===== src/pkg/psc_map.vh =====
// Constants for the pseudo-static memory low-power and configuration controller.
// Assumes inclusion by bare name from the design files of this block.
`ifndef PSC_MAP_VH
`define PSC_MAP_VH
`define PSC_CLK_MHZ 20
`define PSC_SLEEP_MIN_US 10
`define PSC_SLEEP_CYC ((`PSC_SLEEP_MIN_US * `PSC_CLK_MHZ) + 1)
`define PSC_INIT_US 150
`define PSC_INIT_CYC (`PSC_INIT_US * `PSC_CLK_MHZ)
`define PSC_PULSE_CYC 4
`define PSC_TOP_ADDR 20'hfffff
`define PSC_CR_RESET 20'h00070
`define PSC_CR_SLEEP_BIT 4
`define PSC_REG_CTRL 4'h0
`define PSC_REG_CFG 4'h4
`define PSC_REG_STATUS 4'h8
`define PSC_REG_RDDATA 4'hc
`define PSC_CMD_NONE 3'h0
`define PSC_CMD_PIN_LOAD 3'h1
`define PSC_CMD_SW_WRITE 3'h2
`define PSC_CMD_SW_READ 3'h3
`define PSC_CMD_SLEEP 3'h4
`define PSC_CMD_WAKE 3'h5
`endif


===== src/psc_ctrl.v =====
// Controller driving the memory pins for sleep, deep sleep and configuration loads.
// Assumes an AHB-Lite master and a memory on the same board; data bus is a split three-signal pin.
//
// Design decisions made here: the AHB-Lite interface to the registers and the placing of the registers.
`timescale 1ns/10ps
`default_nettype none
`include "psc_map.vh"
// Overview of operation
// (RULE_01) Memory idles when chip select and sleep pin are both high.
// (RULE_02) Memory drops power after static inputs; controller keeps pins static when idle.
// (RULE_03) Software picks a temperature threshold above case temperature in bits 6 to 5.
// (RULE_04) Subset mode refreshes full array or none.
// (RULE_05) Memory ignores accesses in subset mode; controller issues none after pin entry, but still can after a software-write entry.
// (RULE_06) Subset mode needs bit 4 set and sleep pin low over 10 us.
// (RULE_07) Raising sleep pin leaves subset mode at once.
// (RULE_08) Software sequence setting bit 4 enables subset mode at once.
// (RULE_09) After a software write, sleep low no longer starts subset mode; the controller still sets asleep_r whatever sw_written_r is.
// (RULE_10) Deep sleep stops refresh and ignores accesses.
// (RULE_11) Deep sleep needs bit 4 clear and sleep pin low over 10 us.
// (RULE_12) After deep sleep exit the controller waits 150 us before operations.
// (RULE_13) Deep sleep is entered and left only through the sleep pin.
// (RULE_14) Memory powers up with configuration 0070h.
// (RULE_15) Configuration is only loaded from a standby state.
// (RULE_16) Pin load writes address 19 to 0 right after sleep pin falls.
// (RULE_17) Pin load path is write only.
// (RULE_18) Software write is two reads, two writes; read ends with a read.
// (RULE_19) All four software operations use the highest address.
// (RULE_20) Configuration bits 15 to 0 travel on the data bus.
// (RULE_21) Memory re-evaluates subset mode on each software load.
// (RULE_22) Bits 6 to 5 select the refresh temperature.
// (RULE_23) Bit 7 enables page-mode reads.
// (RULE_24) Bits 2 to 0 select full or no array refresh.
// (RULE_25) Sleep pulses of 10 us or less commit to no low-power mode.
module psc_ctrl #(
    parameter SLEEP_CYC = `PSC_SLEEP_CYC,
    parameter INIT_CYC = `PSC_INIT_CYC
) (
    input wire clk,
    input wire reset,
    input wire hsel,
    input wire [31:0] haddr,
    input wire [1:0] htrans,
    input wire hwrite,
    input wire [2:0] hsize,
    input wire [31:0] hwdata,
    output wire [31:0] hrdata,
    output wire hreadyout,
    output wire hresp,
    output reg chip_select_n,
    output reg write_strobe_n,
    output reg output_enable_n,
    output reg [1:0] byte_lane_selects,
    output reg [19:0] mem_addr,
    output reg [15:0] mem_dq_out,
    output reg mem_dq_oe,
    input wire [15:0] mem_dq_in,
    output reg sleep_enable_n
);
    localparam ST_IDLE = 4'h0;
    localparam ST_PIN_FALL = 4'h1;
    localparam ST_OP_SET = 4'h2;
    localparam ST_OP_STROBE = 4'h3;
    localparam ST_OP_END = 4'h4;
    localparam ST_PIN_RISE = 4'h5;
    localparam ST_SLEEP = 4'h6;
    localparam ST_INIT = 4'h7;
    localparam ST_GAP = 4'h8;
    wire [2:0] cmd;
    wire cmd_go;
    wire [19:0] cfg;
    reg [3:0] state_r;
    reg [1:0] op_idx_r;
    reg pin_load_r;
    reg rd_last_r;
    reg asleep_r;
    reg deep_r;
    reg sw_written_r;
    reg busy_r;
    reg [15:0] rd_data_r;
    reg [31:0] cnt_r;
    reg [15:0] dq_s1_r, dq_s2_r, dq_s3_r;
    reg [15:0] dq_filt_r;
    wire [7:0] status;
    assign status = {3'h0, sw_written_r, deep_r, asleep_r, state_r == ST_INIT, busy_r};
    psc_ahb_regs u_regs (
        .clk(clk),
        .reset(reset),
        .hsel(hsel),
        .haddr(haddr),
        .htrans(htrans),
        .hwrite(hwrite),
        .hsize(hsize),
        .hwdata(hwdata),
        .hrdata(hrdata),
        .hreadyout(hreadyout),
        .hresp(hresp),
        .status(status),
        .rd_data(rd_data_r),
        .cmd_r(cmd),
        .cmd_go_r(cmd_go),
        .cfg_r(cfg)
    );
    // Returns true on a pin load, or when the operation index selects a write strobe.
    function op_is_write;
        input [1:0] idx;
        input pin_load;
        input rd_last;
        begin
            op_is_write = pin_load || (idx == 2'd2) || (idx == 2'd3 && !rd_last);
        end
    endfunction
    // Input sampler for data pins, compared on second and third stage.
    always @(posedge clk) begin
        if (reset) begin
            dq_s1_r <= 16'h0000;
            dq_s2_r <= 16'h0000;
            dq_s3_r <= 16'h0000;
            dq_filt_r <= 16'h0000;
        end else begin
            dq_s1_r <= mem_dq_in;
            dq_s2_r <= dq_s1_r;
            dq_s3_r <= dq_s2_r;
            if (dq_s2_r == dq_s3_r) begin
                dq_filt_r <= dq_s3_r;
            end
        end
    end
    always @(posedge clk) begin
        if (reset) begin
            state_r <= ST_IDLE;
            op_idx_r <= 2'd0;
            pin_load_r <= 1'b0;
            rd_last_r <= 1'b0;
            asleep_r <= 1'b0;
            deep_r <= 1'b0;
            sw_written_r <= 1'b0;
            busy_r <= 1'b0;
            rd_data_r <= 16'h0000;
            cnt_r <= 32'h00000000;
            chip_select_n <= 1'b1;
            write_strobe_n <= 1'b1;
            output_enable_n <= 1'b1;
            byte_lane_selects <= 2'h3;
            mem_addr <= 20'h00000;
            mem_dq_out <= 16'h0000;
            mem_dq_oe <= 1'b0;
            sleep_enable_n <= 1'b1;
        end else begin
            case (state_r)
                ST_IDLE: begin
                    busy_r <= 1'b0;
                    cnt_r <= 32'h00000000;
                    // (RULE_15) Loads start from standby only.
                    if (cmd_go && !asleep_r) begin
                        busy_r <= 1'b1;
                        op_idx_r <= 2'd0;
                        case (cmd)
                            `PSC_CMD_PIN_LOAD: begin
                                // (RULE_16) Sleep pin falls first.
                                pin_load_r <= 1'b1;
                                sleep_enable_n <= 1'b0;
                                state_r <= ST_PIN_FALL;
                            end
                            `PSC_CMD_SW_WRITE, `PSC_CMD_SW_READ: begin
                                // (RULE_18) Four-operation sequence.
                                pin_load_r <= 1'b0;
                                rd_last_r <= (cmd == `PSC_CMD_SW_READ);
                                state_r <= ST_OP_SET;
                            end
                            `PSC_CMD_SLEEP: begin
                                // (RULE_13) Low-power entry by pin.
                                sleep_enable_n <= 1'b0;
                                state_r <= ST_SLEEP;
                            end
                            default: busy_r <= 1'b0;
                        endcase
                    end else if (cmd_go && cmd == `PSC_CMD_WAKE && asleep_r) begin
                        // (RULE_07) Raising the pin ends low power.
                        sleep_enable_n <= 1'b1;
                        asleep_r <= 1'b0;
                        busy_r <= 1'b1;
                        state_r <= deep_r ? ST_INIT : ST_IDLE;
                    end
                end
                ST_PIN_FALL: begin
                    cnt_r <= cnt_r + 32'd1;
                    if (cnt_r == `PSC_PULSE_CYC) begin
                        state_r <= ST_OP_SET;
                    end
                end
                ST_OP_SET: begin
                    // (RULE_19) Top address, or configuration on pin load.
                    mem_addr <= pin_load_r ? cfg : `PSC_TOP_ADDR;
                    chip_select_n <= 1'b0;
                    byte_lane_selects <= 2'h0;
                    cnt_r <= 32'h00000000;
                    if (op_is_write(op_idx_r, pin_load_r, rd_last_r)) begin
                        // (RULE_20) Data bus carries bits 15 to 0.
                        mem_dq_out <= cfg[15:0];
                        mem_dq_oe <= !pin_load_r;
                        write_strobe_n <= 1'b0;
                    end else begin
                        output_enable_n <= 1'b0;
                    end
                    state_r <= ST_OP_STROBE;
                end
                ST_OP_STROBE: begin
                    cnt_r <= cnt_r + 32'd1;
                    if (cnt_r == `PSC_PULSE_CYC) begin
                        if (op_idx_r == 2'd3 && rd_last_r) begin
                            rd_data_r <= dq_filt_r;
                        end
                        // (RULE_16) Write strobe rises before chip select.
                        write_strobe_n <= 1'b1;
                        output_enable_n <= 1'b1;
                        state_r <= ST_OP_END;
                    end
                end
                ST_OP_END: begin
                    chip_select_n <= 1'b1;
                    byte_lane_selects <= 2'h3;
                    mem_dq_oe <= 1'b0;
                    if (pin_load_r) begin
                        state_r <= ST_PIN_RISE;
                    end else if (op_idx_r == 2'd3) begin
                        // (RULE_09) Software write changes pin behaviour.
                        if (!rd_last_r) begin
                            sw_written_r <= 1'b1;
                        end
                        state_r <= ST_GAP;
                    end else begin
                        op_idx_r <= op_idx_r + 2'd1;
                        state_r <= ST_OP_SET;
                    end
                end
                ST_PIN_RISE: begin
                    // (RULE_25) Short sleep pulse commits to nothing.
                    sleep_enable_n <= 1'b1;
                    state_r <= ST_GAP;
                end
                ST_SLEEP: begin
                    // (RULE_06) Hold low beyond 10 us before committing.
                    // (RULE_11) Mode follows configuration bit 4.
                    cnt_r <= cnt_r + 32'd1;
                    if (cnt_r == SLEEP_CYC) begin
                        asleep_r <= 1'b1;
                        deep_r <= !cfg[`PSC_CR_SLEEP_BIT];
                        busy_r <= 1'b0;
                        state_r <= ST_IDLE;
                    end
                end
                ST_INIT: begin
                    // (RULE_12) Wait out the initialisation.
                    cnt_r <= cnt_r + 32'd1;
                    if (cnt_r == INIT_CYC) begin
                        deep_r <= 1'b0;
                        state_r <= ST_IDLE;
                    end
                end
                ST_GAP: begin
                    state_r <= ST_IDLE;
                end
                default: state_r <= ST_IDLE;
            endcase
        end
    end
endmodule // psc_ctrl
`default_nettype wire


===== src/psc_ahb_regs.v =====
// AHB-Lite slave holding the controller command, configuration and status words.
// Assumes a single master, word transfers, and zero-wait answers.
`timescale 1ns/10ps
`default_nettype none
`include "psc_map.vh"
module psc_ahb_regs (
    input wire clk,
    input wire reset,
    input wire hsel,
    input wire [31:0] haddr,
    input wire [1:0] htrans,
    input wire hwrite,
    input wire [2:0] hsize,
    input wire [31:0] hwdata,
    output reg [31:0] hrdata,
    output wire hreadyout,
    output wire hresp,
    input wire [7:0] status,
    input wire [15:0] rd_data,
    output reg [2:0] cmd_r,
    output reg cmd_go_r,
    output reg [19:0] cfg_r
);
    reg wr_pend_r;
    reg [3:0] wr_addr_r;
    wire take;
    wire mapped;
    assign take = hsel && htrans[1];
    assign mapped = (haddr[31:4] == 28'h0000000);
    assign hreadyout = 1'b1;
    assign hresp = 1'b0;
    always @(posedge clk) begin
        if (reset) begin
            wr_pend_r <= 1'b0;
            wr_addr_r <= 4'h0;
            cmd_r <= `PSC_CMD_NONE;
            cmd_go_r <= 1'b0;
            cfg_r <= `PSC_CR_RESET;
            hrdata <= 32'h00000000;
        end else begin
            cmd_go_r <= 1'b0;
            wr_pend_r <= take && hwrite && mapped;
            wr_addr_r <= haddr[3:0];
            if (take && !hwrite && !mapped) begin
                hrdata <= 32'h00000000;
            end
            if (take && !hwrite && mapped) begin
                case (haddr[3:0])
                    `PSC_REG_CTRL: hrdata <= {29'h0, cmd_r};
                    `PSC_REG_CFG: hrdata <= {12'h0, cfg_r};
                    `PSC_REG_STATUS: hrdata <= {24'h0, status};
                    `PSC_REG_RDDATA: hrdata <= {16'h0, rd_data};
                    default: hrdata <= 32'h00000000;
                endcase
            end
            if (wr_pend_r) begin
                case (wr_addr_r)
                    `PSC_REG_CTRL: begin
                        cmd_r <= hwdata[2:0];
                        cmd_go_r <= 1'b1;
                    end
                    // (RULE_03) Software sets threshold.
                    `PSC_REG_CFG: cfg_r <= hwdata[19:0];
                    default: cmd_go_r <= 1'b0;
                endcase
            end
        end
    end
endmodule // psc_ahb_regs
`default_nettype wire


===== config.mk =====
export PLATFORM = sky130hd
export DESIGN_NAME = psc_ctrl
export DESIGN_NICKNAME = d
export VERILOG_FILES = /design/src/psc_ctrl.v /design/src/psc_ahb_regs.v
export VERILOG_INCLUDE_DIRS = /design/src /design/src/pkg
export SDC_FILE = /design/constraint.sdc
export NUM_CORES = 1
export LEC_CHECK = 0
export BUFFER_PORTS_ARGS = -buffer_cell sky130_fd_sc_hd__buf_4
export CORE_ASPECT_RATIO = 1.1
export CORE_MARGIN = 2
export CORE_UTILIZATION = 45
export DETAILED_ROUTE_END_ITERATION = 12
export PLACE_DENSITY = 0.67
export SLEW_MARGIN = 20
export SYNTH_ARGS = -nofsm -noshare
export SYNTH_HDL_FRONTEND = slang
export SYNTH_HIERARCHICAL = 1
export SYNTH_SLANG_ARGS = --single-unit

===== constraint.sdc =====
create_clock -name clk -period 2.5 [get_ports clk]
set_input_delay 0.625 -clock clk [delete_from_list [all_inputs] [get_ports clk]]
set_output_delay 0.625 -clock clk [all_outputs]
set_load 0.005 [all_outputs]

Yosys cells after proc, flatten, opt, wreduce, memory -nomap -nowiden --
Index checks and enable logic that the tools add are counted. W data, S select, Z words.
Cells by class: divide/modulo/power cells 0, reduce and logical (&&, ||, !) cells 54, magnitude comparators 0, $add $sub $neg 2, bitwise gates (word level) 3, eq/ne operators 36, multipliers 0, shift operators 0, mux-type cells 47
Operator list (count):
- $pmux W20 S4 | 1
- $mux W32 | 2
- $pmux W32 S2 | 1
- $add A32 B1 Y32 const B | 1
- $eq A32 B12 Y1 const B | 1
- $eq A32 B3 Y1 const B | 1
- $eq A32 B8 Y1 const B | 1
- $mux W4 | 8
- $pmux W4 S8 | 1
- $logic_not A28 Y1 | 1
- $eq A4 B3 Y1 const B | 6
- $ne A2 B2 Y1 const B | 11
- $reduce_and A3 Y1 | 7
- $mux W20 | 1
- $pmux W1 S2 | 9
- $reduce_bool A2 Y1 | 9
- $mux W1 | 17
- $eq A16 B16 Y1 | 1
- $logic_not A4 Y1 | 3
- $pmux W4 S3 | 1
- $reduce_and A4 Y1 | 3
- $logic_and A1 B1 Y1 | 11
- $reduce_and A2 Y1 | 5
- $eq A4 B2 Y1 const B | 2
- other kinds (18) | 38
Storage, ports and cells: word-level logic and storage cells 170, bits in read-only memories 0, latch bits 0, memories 0, memory bits (writable) 0, bits of input ports 89, register bits 228

Depth between registers and ports, before layout --
Gate-level depths: netlist of the first run.
depth after elaboration 6, mapped depth 10, mapped depth without buffers 8

By module --
The synthesis of the first run kept the hierarchy.
By module, submodules not included:
- psc_ctrl | area each 6646.4 um^2, cells an instance 751, times used 1, sequential area each 3303.2 um^2
- psc_ahb_regs | area each 2175.8 um^2, cells an instance 257, times used 1, sequential area each 980.9 um^2

Worst setup path after synthesis of the first run --
No wires, ideal clock.
path kind register -> register, from register cnt_r[26], to register state_r[0], buffers on the path 0, arrival 2026 ps, cell stages (with the launch flop) 5, setup time 123 ps, path slack 350 ps, required time 2377 ps, cell sequence dfxtp_1 > or4_4 > or4_4 > a211oi_2 > mux2_1
On the way: cells in the longest elaborated chain, start to end 3, elaborated cells between the ends (all ways) 8, classes of those cells 7 x eq/ne; 1 x reduce/logical
Ends and longest elaborated chain:
- start: declaration | RTL line psc_ctrl.v:80 | reg [31:0] cnt_r;
- start signal: assignment | RTL line psc_ctrl.v:186 | cnt_r <= cnt_r + 32'd1;
- start signal: assignment | RTL line psc_ctrl.v:208 | cnt_r <= cnt_r + 32'd1;
- start signal: assignment | RTL line psc_ctrl.v:244 | cnt_r <= cnt_r + 32'd1;
- $eq A32 B12 Y1 (tied with other cells) | RTL line psc_ctrl.v:255 | if (cnt_r == INIT_CYC) begin
- $ne A2 B2 Y1 (no source line)
- $reduce_and A6 Y1 (no source line) (*)
- end signal: assignment | RTL line psc_ctrl.v:182 | state_r <= deep_r ? ST_INIT : ST_IDLE;
- end: declaration | RTL line psc_ctrl.v:71 | reg [3:0] state_r;
Mark *: on every way between the ends. The rest lies on a longest branch, timed or not. A chain may end at the register's enable or synchronous reset.

Worst setup path after layout of the first run --
from register cnt_r[23], to register state_r[0]
The elaborated chain is that of the path after synthesis.

==> qor.csv, run 1 <==
stage;metric;value;unit
worst_setup_path;Setup crit start;cnt_r[23];
power;power density cells;752;nW/um^2
detailed_routing;total number of vias;7374;
die;row count;53;
worst_setup_path;cell depth of the worst setup path;5;
clock_tree;Post-CTS Hold Fix Bufs;0;
hold_path;WHS Path Cells;2;
global_route;first-pass GRT wire length;33.7;mm
synthesis;Mapped Avg Cell Area;8.75;sq um
synthesis;synthesized area;8820;sq um
sta;Worst Tran Pin Value;0.710;ns
detailed_routing;First DRT Iteration DRCs;403;
synthesis;area leader, netlist;dfxtp_1;
detailed_routing;final WL;21.5;mm
cells_and_area;P&R area growth vs syn;22.0;%
sta;final setup fails;0;
sta;f_max;426;MHz
cells_and_area;Post-layout nets;1214;
worst_setup_path;worst path cell trace;nor4_1, nand4_1, or4_4, a211oi_2, mux2_1;
synthesis;YS warnings;6;
synthesis;cells taking the most area after synthesis;dfxtp_1, nand2_1, a21oi_1;
die;CORE AREA;19200;sq um
global_route;GR Util All Layers;0.201;
worst_setup_path;Reg2Reg Depth;5;
clock_tree;worst skew pair latency;0.49;ns
sta;RSZ-0062 raised after global routing;no;
power;VDD IR max;0.000521;V
worst_setup_path;CP Capture Type;flop;
global_route;largest net degree at the start of global routing;61;
detailed_routing;TritonRoute pass-1 iters;5;
power;LEAKAGE;4.29;nW
clock_tree;H-tree depth;1;
run_status;outcome;finished, final reports clean;
worst_setup_path;crit-path leading delay family;simple AND/OR/NAND/NOR gates;
cells_and_area;diodes inserted;0;
detailed_routing;DRC;0;
synthesis;Post-synth EDFFs;0;
worst_setup_path;crit path DAT;2.72;ns
sta;Slew headroom;0.526;
clock_tree;Post-CTS Setup Bufs;0;
cells_and_area;share of layout cells above drive strength 1;0.183;
sta;clock period minus worst slack;2.35;ns
die;Die X;138;microns
worst_setup_path;Worst Path Max Fanout;8;
synthesis;Adder-Cell Fraction of Synth Area;0.00709;
clock_tree;total CTS buffers;22;
synthesis;mux contribution to synthesized area;0.0648;
global_route;vias in the first global route;6864;
clock_tree;CTS tree;yes;
detailed_routing;Wirelength per Cell;15.6;microns
sta;Setup TNS Final;0;ns
global_route;global route total overflow;0;
worst_setup_path;Critical Path Slowest Stage Cell;or4_4;
placement;GP Congestion;0.812;
worst_setup_path;Setup crit start kind;flop;
synthesis;cell count after synthesis;1008;
synthesis;Synth Flop Type;dfxtp_1;
detailed_routing;Vias/cell;5.33;
synthesis;post-synthesis compound-gate area fraction;0.129;
synthesis;top cells by count, synth;dfxtp_1, nand2_1, nor2_1;
placement;Port Buffers;135;
sta;Final Hold Viols;0;
synthesis;Seq/Total Area, Yosys;0.486;
worst_setup_path;CP Class;flop to flop;
synthesis;Synth top area share;0.486;
worst_setup_path;CP required;2.87;ns
sta;max-slew violation count;0;
clock_tree;CTS resizes;0;
die;die area;20700;sq um
detailed_routing;Post-DRT Antenna Nets;0;
die;die extent in y;151;microns
synthesis;Unique masters post-synth;63;
hold_path;HP Start;mem_dq_in[7];
clock_tree;Max Buffers Root-to-Sink;3;
sta;period utilisation layout;0.939;
synthesis;ys async rst share;0;
clock_tree;Root Driver;clkbuf_16;
worst_setup_path;launching point of the worst reg2reg path;cnt_r[23];
worst_setup_path;CP bufs+invs;0;
cells_and_area;final core occ;0.562;
placement;Final HPWL DP;15.0;mm
global_route;initial antenna violation count;0;
die;I/O pin cnt;166;
die;initial core utilization;0.460;
run;number of max-cap violations;0;
clock_tree;clock-pin slew on the worst setup and hold paths;0.06;ns
sta;clock skew;0.00955;ns
clock_tree;clk sinks;214;
synthesis;main combinational cell family by area after synthesis;simple AND/OR/NAND/NOR gates;
synthesis;post-synthesis xor/xnor area fraction;0.0179;
hold_path;Hold Crit Class;input pin to flop;
synthesis;cell with the most instances after synthesis;dfxtp_1;
synthesis;FF+latch count, synth;214;
synthesis;Synth Area in Simple Gates;0.243;
worst_setup_path;CP peak stage delay;0.58;ns
-- layout make-up --
cell class                 instances  area [sq um]
fill                            1726          8400
sequential                       214          4280
timing repair buffer             159          1220
tap                              247           309
inverter                          13          48.8
clock inverter                     4          70.1
multi-input combinational        710          4150
clock buffer                      36           684
-- worst paths after layout --
kind | end | slack [ns]
worst max-delay path | state_r[0] | 0.15
worst min-delay path | dq_s1_r[7] | 0.34
worst max register to register | state_r[0] | 0.15
worst min register to register | dq_s2_r[15] | 0.43
-- worst register-to-register path: cells and delay by family, from the launching register on --
kind,cells,cell delay [ns]
DFF,1,0.37
and+or+nand+nor,3,1.16
AOI/OAI and AO/OA,1,0.34
muxes,1,0.35
-- cells in the final DEF, fill, tap and decap left out, drive strengths merged, types with 3 or more instances in the layout --
cell type    n
nor4        19
nor2        97
nand4       25
a22oi        4
buf        159
nand2b      12
mux2i       38
or3         22
a21oi       79
and4         4
mux4         3
nor2b       58
and2         9
and3         7
a22o         3
a311oi       7
o21ai       64
ha           5
nand3b       7
inv         13
xor2        17
clkbuf      36
nor3        13
a31oi       17
dfxtp      214
mux2        11
conb        17
nand4b       3
or4          6
nor3b        3
a211oi       7
nand2      122
nand3        8
-- report_power, final --
| part | switching, mW | internal (mW) | total (mW) |
|---|---|---|---|
| logic | 0.490 | 0.497 | 0.987 |
| registers | 0.140 | 3.62 | 3.76 |
| clock network | 1.28 | 2.07 | 3.35 |
| total | 1.91 | 6.19 | 8.10 |
-- stage by stage --
| step | cells | area, sq um | hold slack (ns) | setup WS (ns) | power, mW |
|---|---|---|---|---|---|
| 2_1_floorplan | 1022 | 8870 | 0.414 | 0.350 | 4.33 |
| 3_3_place_gp | 1343 | 10000 | 0.423 | 0.119 | 4.80 |
| 3_5_place_dp | 1343 | 10000 | 0.420 | 0.0842 | 4.81 |
| 4_1_cts | 1383 | 10800 | 0.331 | 0.129 | 8.16 |
| 5_1_grt | 1383 | 10800 | 0.330 | 0.0730 | 8.45 |
| 6_report | 1383 | 10800 | 0.344 | 0.152 | 8.10 |
-- registers in the layout, indices dropped and copies added, names as in the netlist, 2 cells and up --
| register | cells |
|---|---|
| u_regs/hrdata | 20 |
| u_regs/cmd_r | 3 |
| mem_dq_out | 16 |
| state_r | 4 |
| u_regs/cfg_r | 20 |
| dq_s1_r | 16 |
| rd_data_r | 16 |
| dq_s3_r | 16 |
| mem_addr | 20 |
| u_regs/wr_addr_r | 4 |
| dq_s2_r | 16 |
| dq_filt_r | 16 |
| cnt_r | 32 |
| op_idx_r | 2 |
-- per-layer routing --
metal	wire length [microns]	vias up	part of all wire	global-route usage
met1	8990	3449	0.42	0.247
met2	10700	212	0.50	0.362
met3	1420	22	0.066	0.0298
met5	0	-	0	0
li1	-	3691	-	-
met4	429	0	0.020	0.0629
-- logic make-up (layout without fill, tap and decap cells) --
group                      Yosys count  in the layout
and+or+nand+nor                    419            419
DFF                                214            214
AOI/OAI and AO/OA                  199            199
buffers and inverters               98            212
muxes                               52             52
xor gates and xnor gates            18             18
adders and majority gates            5              5
other                                3             17
Power figures use the tool's default switching activity.
==> run 2: changes to the inputs <==
PLACE_DENSITY = not set   (was 0.67)
PLACE_DENSITY_LB_ADDON = 0.1   (was not set)
==> run 2 against run 1 <==
  * Sequential power barely moved
  * Largest power group unchanged
  * First-iteration DRC count fell by 1.7%
  * Clock-buffer cell count fell by 2
  * Clock skew rose by 0.016 ns
  * Highest routed layer unchanged
  * Critical path type unchanged
==> qor.csv, run 2 (same netlist as run 1, synthesis figures left out) <==
stage;metric;value;unit;change
run_status;outcome;finished, final reports clean;;unchanged
clock_tree;CTS tree;yes;;unchanged
worst_setup_path;CP peak stage delay;0.58;ns;about the same
die;CORE AREA;19200;sq um;unchanged
clock_tree;H-tree depth;1;;unchanged
cells_and_area;share of layout cells above drive strength 1;0.184;;was 0.183
sta;clock skew;0.0252;ns;was 0.00955 ns
detailed_routing;Wirelength per Cell;15.5;microns;was 15.6 microns
worst_setup_path;Setup crit start kind;flop;;unchanged
power;LEAKAGE;4.31;nW;was 4.29 nW
clock_tree;clock-pin slew on the worst setup and hold paths;0.06;ns;about the same
worst_setup_path;FF-to-FF End;state_r[0];;unchanged
sta;clock period minus worst slack;2.32;ns;was 2.35 ns
power;power density cells;764;nW/um^2;was 752 nW/um^2
power;Seq pwr share;0.455;;was 0.464
clock_tree;clk sinks;214;;unchanged
cells_and_area;most common library cell in the layout ignoring fill and taps;dfxtp_1;;unchanged
sta;f_max;431;MHz;was 426 MHz
detailed_routing;Post-DRT Antenna Nets;0;;unchanged
die;I/O pin cnt;166;;unchanged
placement;GP Congestion;0.794;;was 0.812
worst_setup_path;crit path DAT;2.72;ns;about the same
sta;Final Hold Viols;0;;unchanged
worst_setup_path;worst path cell trace;nor4_1, nand4_1, or4_4, a211oi_2, mux2_1;;unchanged
global_route;first-pass GRT wire length;33.9;mm;was 33.7 mm
die;die extent in y;151;microns;unchanged
cells_and_area;Post-layout nets;1213;;was 1,214
worst_setup_path;Worst Path Max Fanout;5;;was 8
cells_and_area;final core occ;0.564;;was 0.562
clock_tree;total CTS buffers;23;;was 22
cells_and_area;max FFs per register;32;;unchanged
worst_setup_path;CP required;2.90;ns;was 2.87 ns
hold_path;HP Start;hwdata[6];;was mem_dq_in[7]
cells_and_area;leading cell types in the layout, fill and taps excluded;dfxtp_1, buf_4, nand2_1;;unchanged
die;initial core utilization;0.460;;unchanged
cells_and_area;diodes inserted;0;;unchanged
detailed_routing;Vias/cell;5.28;;was 5.33
sta;Slew headroom;0.524;;was 0.526
worst_setup_path;FF-to-FF setup slack;0.18;ns;was 0.15 ns
clock_tree;CTS resizes;0;;unchanged
sta;max-slew violation count;0;;unchanged
detailed_routing;total number of vias;7308;;was 7,374
worst_setup_path;crit-path leading delay family;simple AND/OR/NAND/NOR gates;;unchanged
detailed_routing;First DRT Iteration DRCs;396;;was 403
worst_setup_path;cell depth of the worst setup path;5;;unchanged
hold_path;Hold Crit Class;input pin to flop;;unchanged
cells_and_area;Reg with most FFs;cnt_r;;unchanged
worst_setup_path;CP Capture Type;flop;;unchanged
die;row count;53;;unchanged
placement;Port Buffers;135;;unchanged
sta;period utilisation layout;0.927;;was 0.939
clock_tree;Max Buffers Root-to-Sink;3;;unchanged
worst_setup_path;Setup crit start;cnt_r[18];;was cnt_r[23]
cells_and_area;P&R area growth vs syn;22.4;%;was 22.0%
power;Sw Share;0.240;;was 0.236
worst_setup_path;Reg2Reg Depth;5;;unchanged
die;die area;20700;sq um;unchanged
sta;RSZ-0062 raised after global routing;no;;unchanged
clock_tree;Post-CTS Setup Bufs;0;;unchanged
sta;Setup TNS Final;0;ns;unchanged
power;Net Sw Power;1.98;mW;was 1.91 mW
worst_setup_path;CP Class;flop to flop;;unchanged
sta;worst setup margin;0.181;ns;was 0.152 ns
global_route;initial antenna violation count;0;;unchanged
clock_tree;Root Driver;clkbuf_16;;unchanged
power;VDD IR max;0.000634;V;was 0.000521 V
sta;Min Hold Slack;0.319;ns;was 0.344 ns
global_route;GR Util All Layers;0.203;;was 0.201
clock_tree;worst skew pair latency;0.52;ns;was 0.49 ns
placement;Final HPWL DP;14.6;mm;was 15.0 mm
run;number of max-cap violations;0;;unchanged
worst_setup_path;CP bufs+invs;0;;unchanged
global_route;vias in the first global route;6746;;was 6,864
worst_setup_path;launching point of the worst reg2reg path;cnt_r[18];;was cnt_r[23]
worst_setup_path;Critical Path Slowest Stage Cell;or4_4;;unchanged
worst_setup_path;crit path to;state_r[0];;unchanged
detailed_routing;TritonRoute pass-1 iters;4;;was 5
detailed_routing;DRC;0;;unchanged
sta;Worst Tran Pin Value;0.712;ns;was 0.710 ns
detailed_routing;final WL;21.5;mm;about the same
power;P_int;6.28;mW;was 6.19 mW
global_route;largest net degree at the start of global routing;91;;was 61
global_route;global route total overflow;0;;unchanged
sta;final setup fails;0;;unchanged
die;Die X;138;microns;unchanged
clock_tree;Post-CTS Hold Fix Bufs;0;;unchanged
power;part of the power in the clock network;0.428;;was 0.414
power;Comb power frac;0.118;;was 0.122
placement;Setup WS pre-CTS;0.205;ns;was 0.0842 ns
-- run 2: cell types whose count changed in the layout (fill, tap and decap cells not counted) --
cell,before,now
clkbuf_1,7,6
buf_4,156,153
buf_12,2,3
bufinv_16,2,3
inv_6,0,1
clkinv_4,0,2
clkbuf_8,6,5
-- run 2: final cells by class --
| class | instances | area [sq um] |
|---|---|---|
| multi-input combinational | 710 | 4150 |
| fill | 1804 | 8360 |
| sequential | 214 | 4280 |
| timing repair buffer | 157 | 1220 |
| tap | 247 | 309 |
| clock inverter | 8 | 126 |
| clock buffer | 34 | 667 |
| inverter | 13 | 48.8 |
-- run 2: how the worst min path moves through the flow --
stage                     cells after the start               to
after floorplan                               1       dq_s2_r[0]
after global placement                        1      dq_s2_r[10]
final                                         3  u_regs/cfg_r[6]
after global routing                          2      dq_s1_r[11]
after CTS                                     3  u_regs/cfg_r[6]
after detailed placement                      1      dq_s2_r[10]
-- run 2: metal layers --
metal | vias to the layer above | wire [microns] | global-route usage
li1 | 3703 | - | -
met5 | - | 0 | 0
met3 | 28 | 1340 | 0.0308
met4 | 0 | 488 | 0.0655
met1 | 3396 | 9660 | 0.261
met2 | 181 | 9960 | 0.349
-- run 2: power by group through the flow --
stage                     sequential [mW]  clock (mW)  combinational (mW)
after floorplan                      3.79           0               0.533
after global placement               3.83           0               0.960
after detailed placement             3.83           0               0.972
after CTS                            3.75        3.62               0.979
after global routing                 3.78        3.73                1.10
final                                3.75        3.53               0.971
-- run 2: per-stage QoR --
step           cells  total power, mW  area [sq um]
3_5_place_dp    1341             4.80         10000
4_1_cts         1383             8.35         10800
3_3_place_gp    1341             4.79         10000
5_1_grt         1383             8.61         10800
6_report        1383             8.25         10800
2_1_floorplan   1022             4.33          8870
-- run 2: tightest hold or removal path: cells and delay by family --
kind | cells | cell delay, ns
buffers and inverters | 1 | 0.08
and+or+nand+nor | 2 | 0.10
==> run 3: changes to the inputs <==
BUFFER_PORTS_ARGS = -buffer_cell sky130_fd_sc_hd__buf_2   (was -buffer_cell sky130_fd_sc_hd__buf_4)
CORE_ASPECT_RATIO = 0.8   (was 1.1)
==> run 3 against run 2 <==
  * Maximum frequency up 1.3%
  * Combinational power down 12%
  * First-iteration DRC count up 43%
  * Power about the same
  * Clock skew down 0.0036 ns
  * Sequential power about the same
  * Sequential share of layout area up 1.0 points
  * Die area about the same
  * Design area down 2.5%
  * Hold slack worse by 0.0041 ns
  * Largest cell class unchanged
==> qor.csv, run 3 (same netlist as run 1, synthesis figures left out) <==
stage;metric;value;unit;change
run_status;outcome;finished, final reports clean;;unchanged
power;power density cells;783;nW/um^2;was 764 nW/um^2
sta;Slew headroom;0.524;;about the same
clock_tree;CTS resizes;0;;unchanged
global_route;global route total overflow;0;;unchanged
worst_setup_path;CP Class;flop to flop;;unchanged
sta;RSZ-0062 raised after global routing;no;;unchanged
cells_and_area;share of layout cells above drive strength 1;0.191;;was 0.184
power;LEAKAGE;4.28;nW;was 4.31 nW
cells_and_area;max FFs per register;32;;unchanged
cells_and_area;P&R area growth vs syn;19.4;%;was 22.4%
detailed_routing;Wirelength per Cell;15.1;microns;was 15.5 microns
cells_and_area;Filler Cells Inserted;1785;;was 1,804
sta;Final Hold Viols;0;;unchanged
detailed_routing;total number of vias;7336;;was 7,308
cells_and_area;final core occ;0.552;;was 0.564
clock_tree;CTS tree;yes;;unchanged
die;initial core utilization;0.462;;was 0.460
global_route;initial antenna violation count;0;;unchanged
cells_and_area;register area;4280;sq um;unchanged
power;Sw Share;0.247;;was 0.240
global_route;vias in the first global route;6348;;was 6,746
sta;max-slew violation count;0;;unchanged
power;Net Sw Power;2.03;mW;was 1.98 mW
die;die area;20700;sq um;about the same
clock_tree;Max Buffers Root-to-Sink;3;;unchanged
power;P_int;6.21;mW;was 6.28 mW
cells_and_area;multi-input logic area;4150;sq um;unchanged
clock_tree;clk sinks;214;;unchanged
cells_and_area;leading cell types in the layout, fill and taps excluded;dfxtp_1, buf_2, nand2_1;;was dfxtp_1, buf_4, nand2_1
clock_tree;Root Driver;clkbuf_16;;unchanged
power;part of the power in the clock network;0.443;;was 0.428
cells_and_area;Post-layout nets;1217;;was 1,213
sta;period utilisation layout;0.915;;was 0.927
hold_path;Hold Crit Class;input pin to flop;;unchanged
sta;Min Hold Slack;0.315;ns;was 0.319 ns
placement;Final HPWL DP;14.8;mm;was 14.6 mm
sta;clock skew;0.0217;ns;was 0.0252 ns
detailed_routing;TritonRoute pass-1 iters;5;;was 4
clock_tree;H-tree depth;1;;unchanged
clock_tree;Post-CTS Setup Bufs;0;;unchanged
worst_setup_path;Worst Path Max Fanout;6;;was 5
clock_tree;clock-pin slew on the worst setup and hold paths;0.06;ns;about the same
cells_and_area;Reg with most FFs;cnt_r;;unchanged
detailed_routing;First DRT Iteration DRCs;566;;was 396
die;row count;45;;was 53
die;die extent in y;129;microns;was 151 microns
power;Comb power frac;0.104;;was 0.118
global_route;first-pass GRT wire length;33.8;mm;was 33.9 mm
detailed_routing;final WL;21.1;mm;was 21.5 mm
detailed_routing;Vias/cell;5.25;;was 5.28
worst_setup_path;crit path DAT;2.69;ns;was 2.72 ns
placement;GP Congestion;0.836;;was 0.794
placement;# placed instances;1356;;was 1,341
die;I/O pin cnt;166;;unchanged
clock_tree;worst skew pair latency;0.53;ns;was 0.52 ns
power;Seq pwr share;0.454;;was 0.455
worst_setup_path;Setup crit start kind;flop;;unchanged
detailed_routing;Post-DRT Antenna Nets;0;;unchanged
global_route;largest net degree at the start of global routing;97;;was 91
die;Die X;161;microns;was 138 microns
sta;final setup fails;0;;unchanged
sta;f_max;437;MHz;was 431 MHz
cells_and_area;diodes inserted;0;;unchanged
sta;Setup TNS Final;0;ns;unchanged
placement;placed cell area;9700;sq um;was 10,000 sq um
cells_and_area;final std cells w/o fill;1398;;was 1,383
clock_tree;Post-CTS Hold Fix Bufs;0;;unchanged
detailed_routing;DRC;0;;unchanged
die;CORE AREA;19100;sq um;was 19,200 sq um
cells_and_area;final instance area;10500;sq um;was 10,800 sq um
worst_setup_path;CP Capture Type;flop;;unchanged
power;VDD IR max;0.000539;V;was 0.000634 V
worst_setup_path;CP required;2.90;ns;about the same
sta;clock period minus worst slack;2.29;ns;was 2.32 ns
sta;Worst Tran Pin Value;0.714;ns;was 0.712 ns
global_route;GR Util All Layers;0.199;;was 0.203
cells_and_area;most common library cell in the layout ignoring fill and taps;dfxtp_1;;unchanged
clock_tree;total CTS buffers;23;;unchanged
run;number of max-cap violations;0;;unchanged
placement;Port Buffers;135;;unchanged
run 3: changes by cell type in the layout (fill, tap and decap cells not counted), sizes merged:
cell	previous run	this run
clkbuf	34	27
bufinv	3	4
clkinvlp	0	1
buf	157	161
clkinv	4	9
run 3: metal layers:
metal	track usage	vias to the layer above	part of all wire
li1	-	3709	-
met1	0.311	3386	0.52
met2	0.284	210	0.41
met3	0.0314	31	0.059
met4	0.0488	0	0.017
met5	0	-	0
run 3: worst paths after layout:
kind,end,cells after the start,startpoint,slack [ns]
worst min-delay path,dq_s1_r[13],2,mem_dq_in[13],0.31
worst max register to register,state_r[2],4,cnt_r[26],0.21
worst max-delay path,state_r[2],4,cnt_r[26],0.21
worst min register to register,dq_s2_r[7],1,dq_s1_r[7],0.43
run 3: critical path: stages, from the launching register on:
cell,delay [ns]
dfxtp_1,0.35
or4_4,0.58
or4_4,0.57
a211oi_2,0.33
mux2_1,0.35
run 3: layout make-up:
class	count	area share
Clock inverter	15	0.0197
Sequential cell	214	0.407
Timing Repair Buffer	161	0.0857
Clock buffer	27	0.0589
Multi-Input combinational cell	710	0.394
Inverter	13	0.00463
Tap cell	258	0.0307
run 3: power by group through the flow:
| stage | Combinational [mW] | Sequential [mW] | Clock [mW] |
|---|---|---|---|
| 3_5_place_dp | 0.857 | 3.81 | 0 |
| 3_3_place_gp | 0.843 | 3.81 | 0 |
| 5_1_grt | 0.958 | 3.76 | 3.87 |
| 6_report | 0.854 | 3.74 | 3.65 |
| 4_1_cts | 0.859 | 3.74 | 3.73 |
| 2_1_floorplan | 0.533 | 3.79 | 0 |
run 3: per-stage QoR:
step | worst slack (ns) | total power [mW]
floorplan | 0.350 | 4.33
global route | 0.0470 | 8.60
finish | 0.212 | 8.25
CTS | 0.206 | 8.33
detailed placement | 0.213 | 4.67
global placement | 0.231 | 4.66
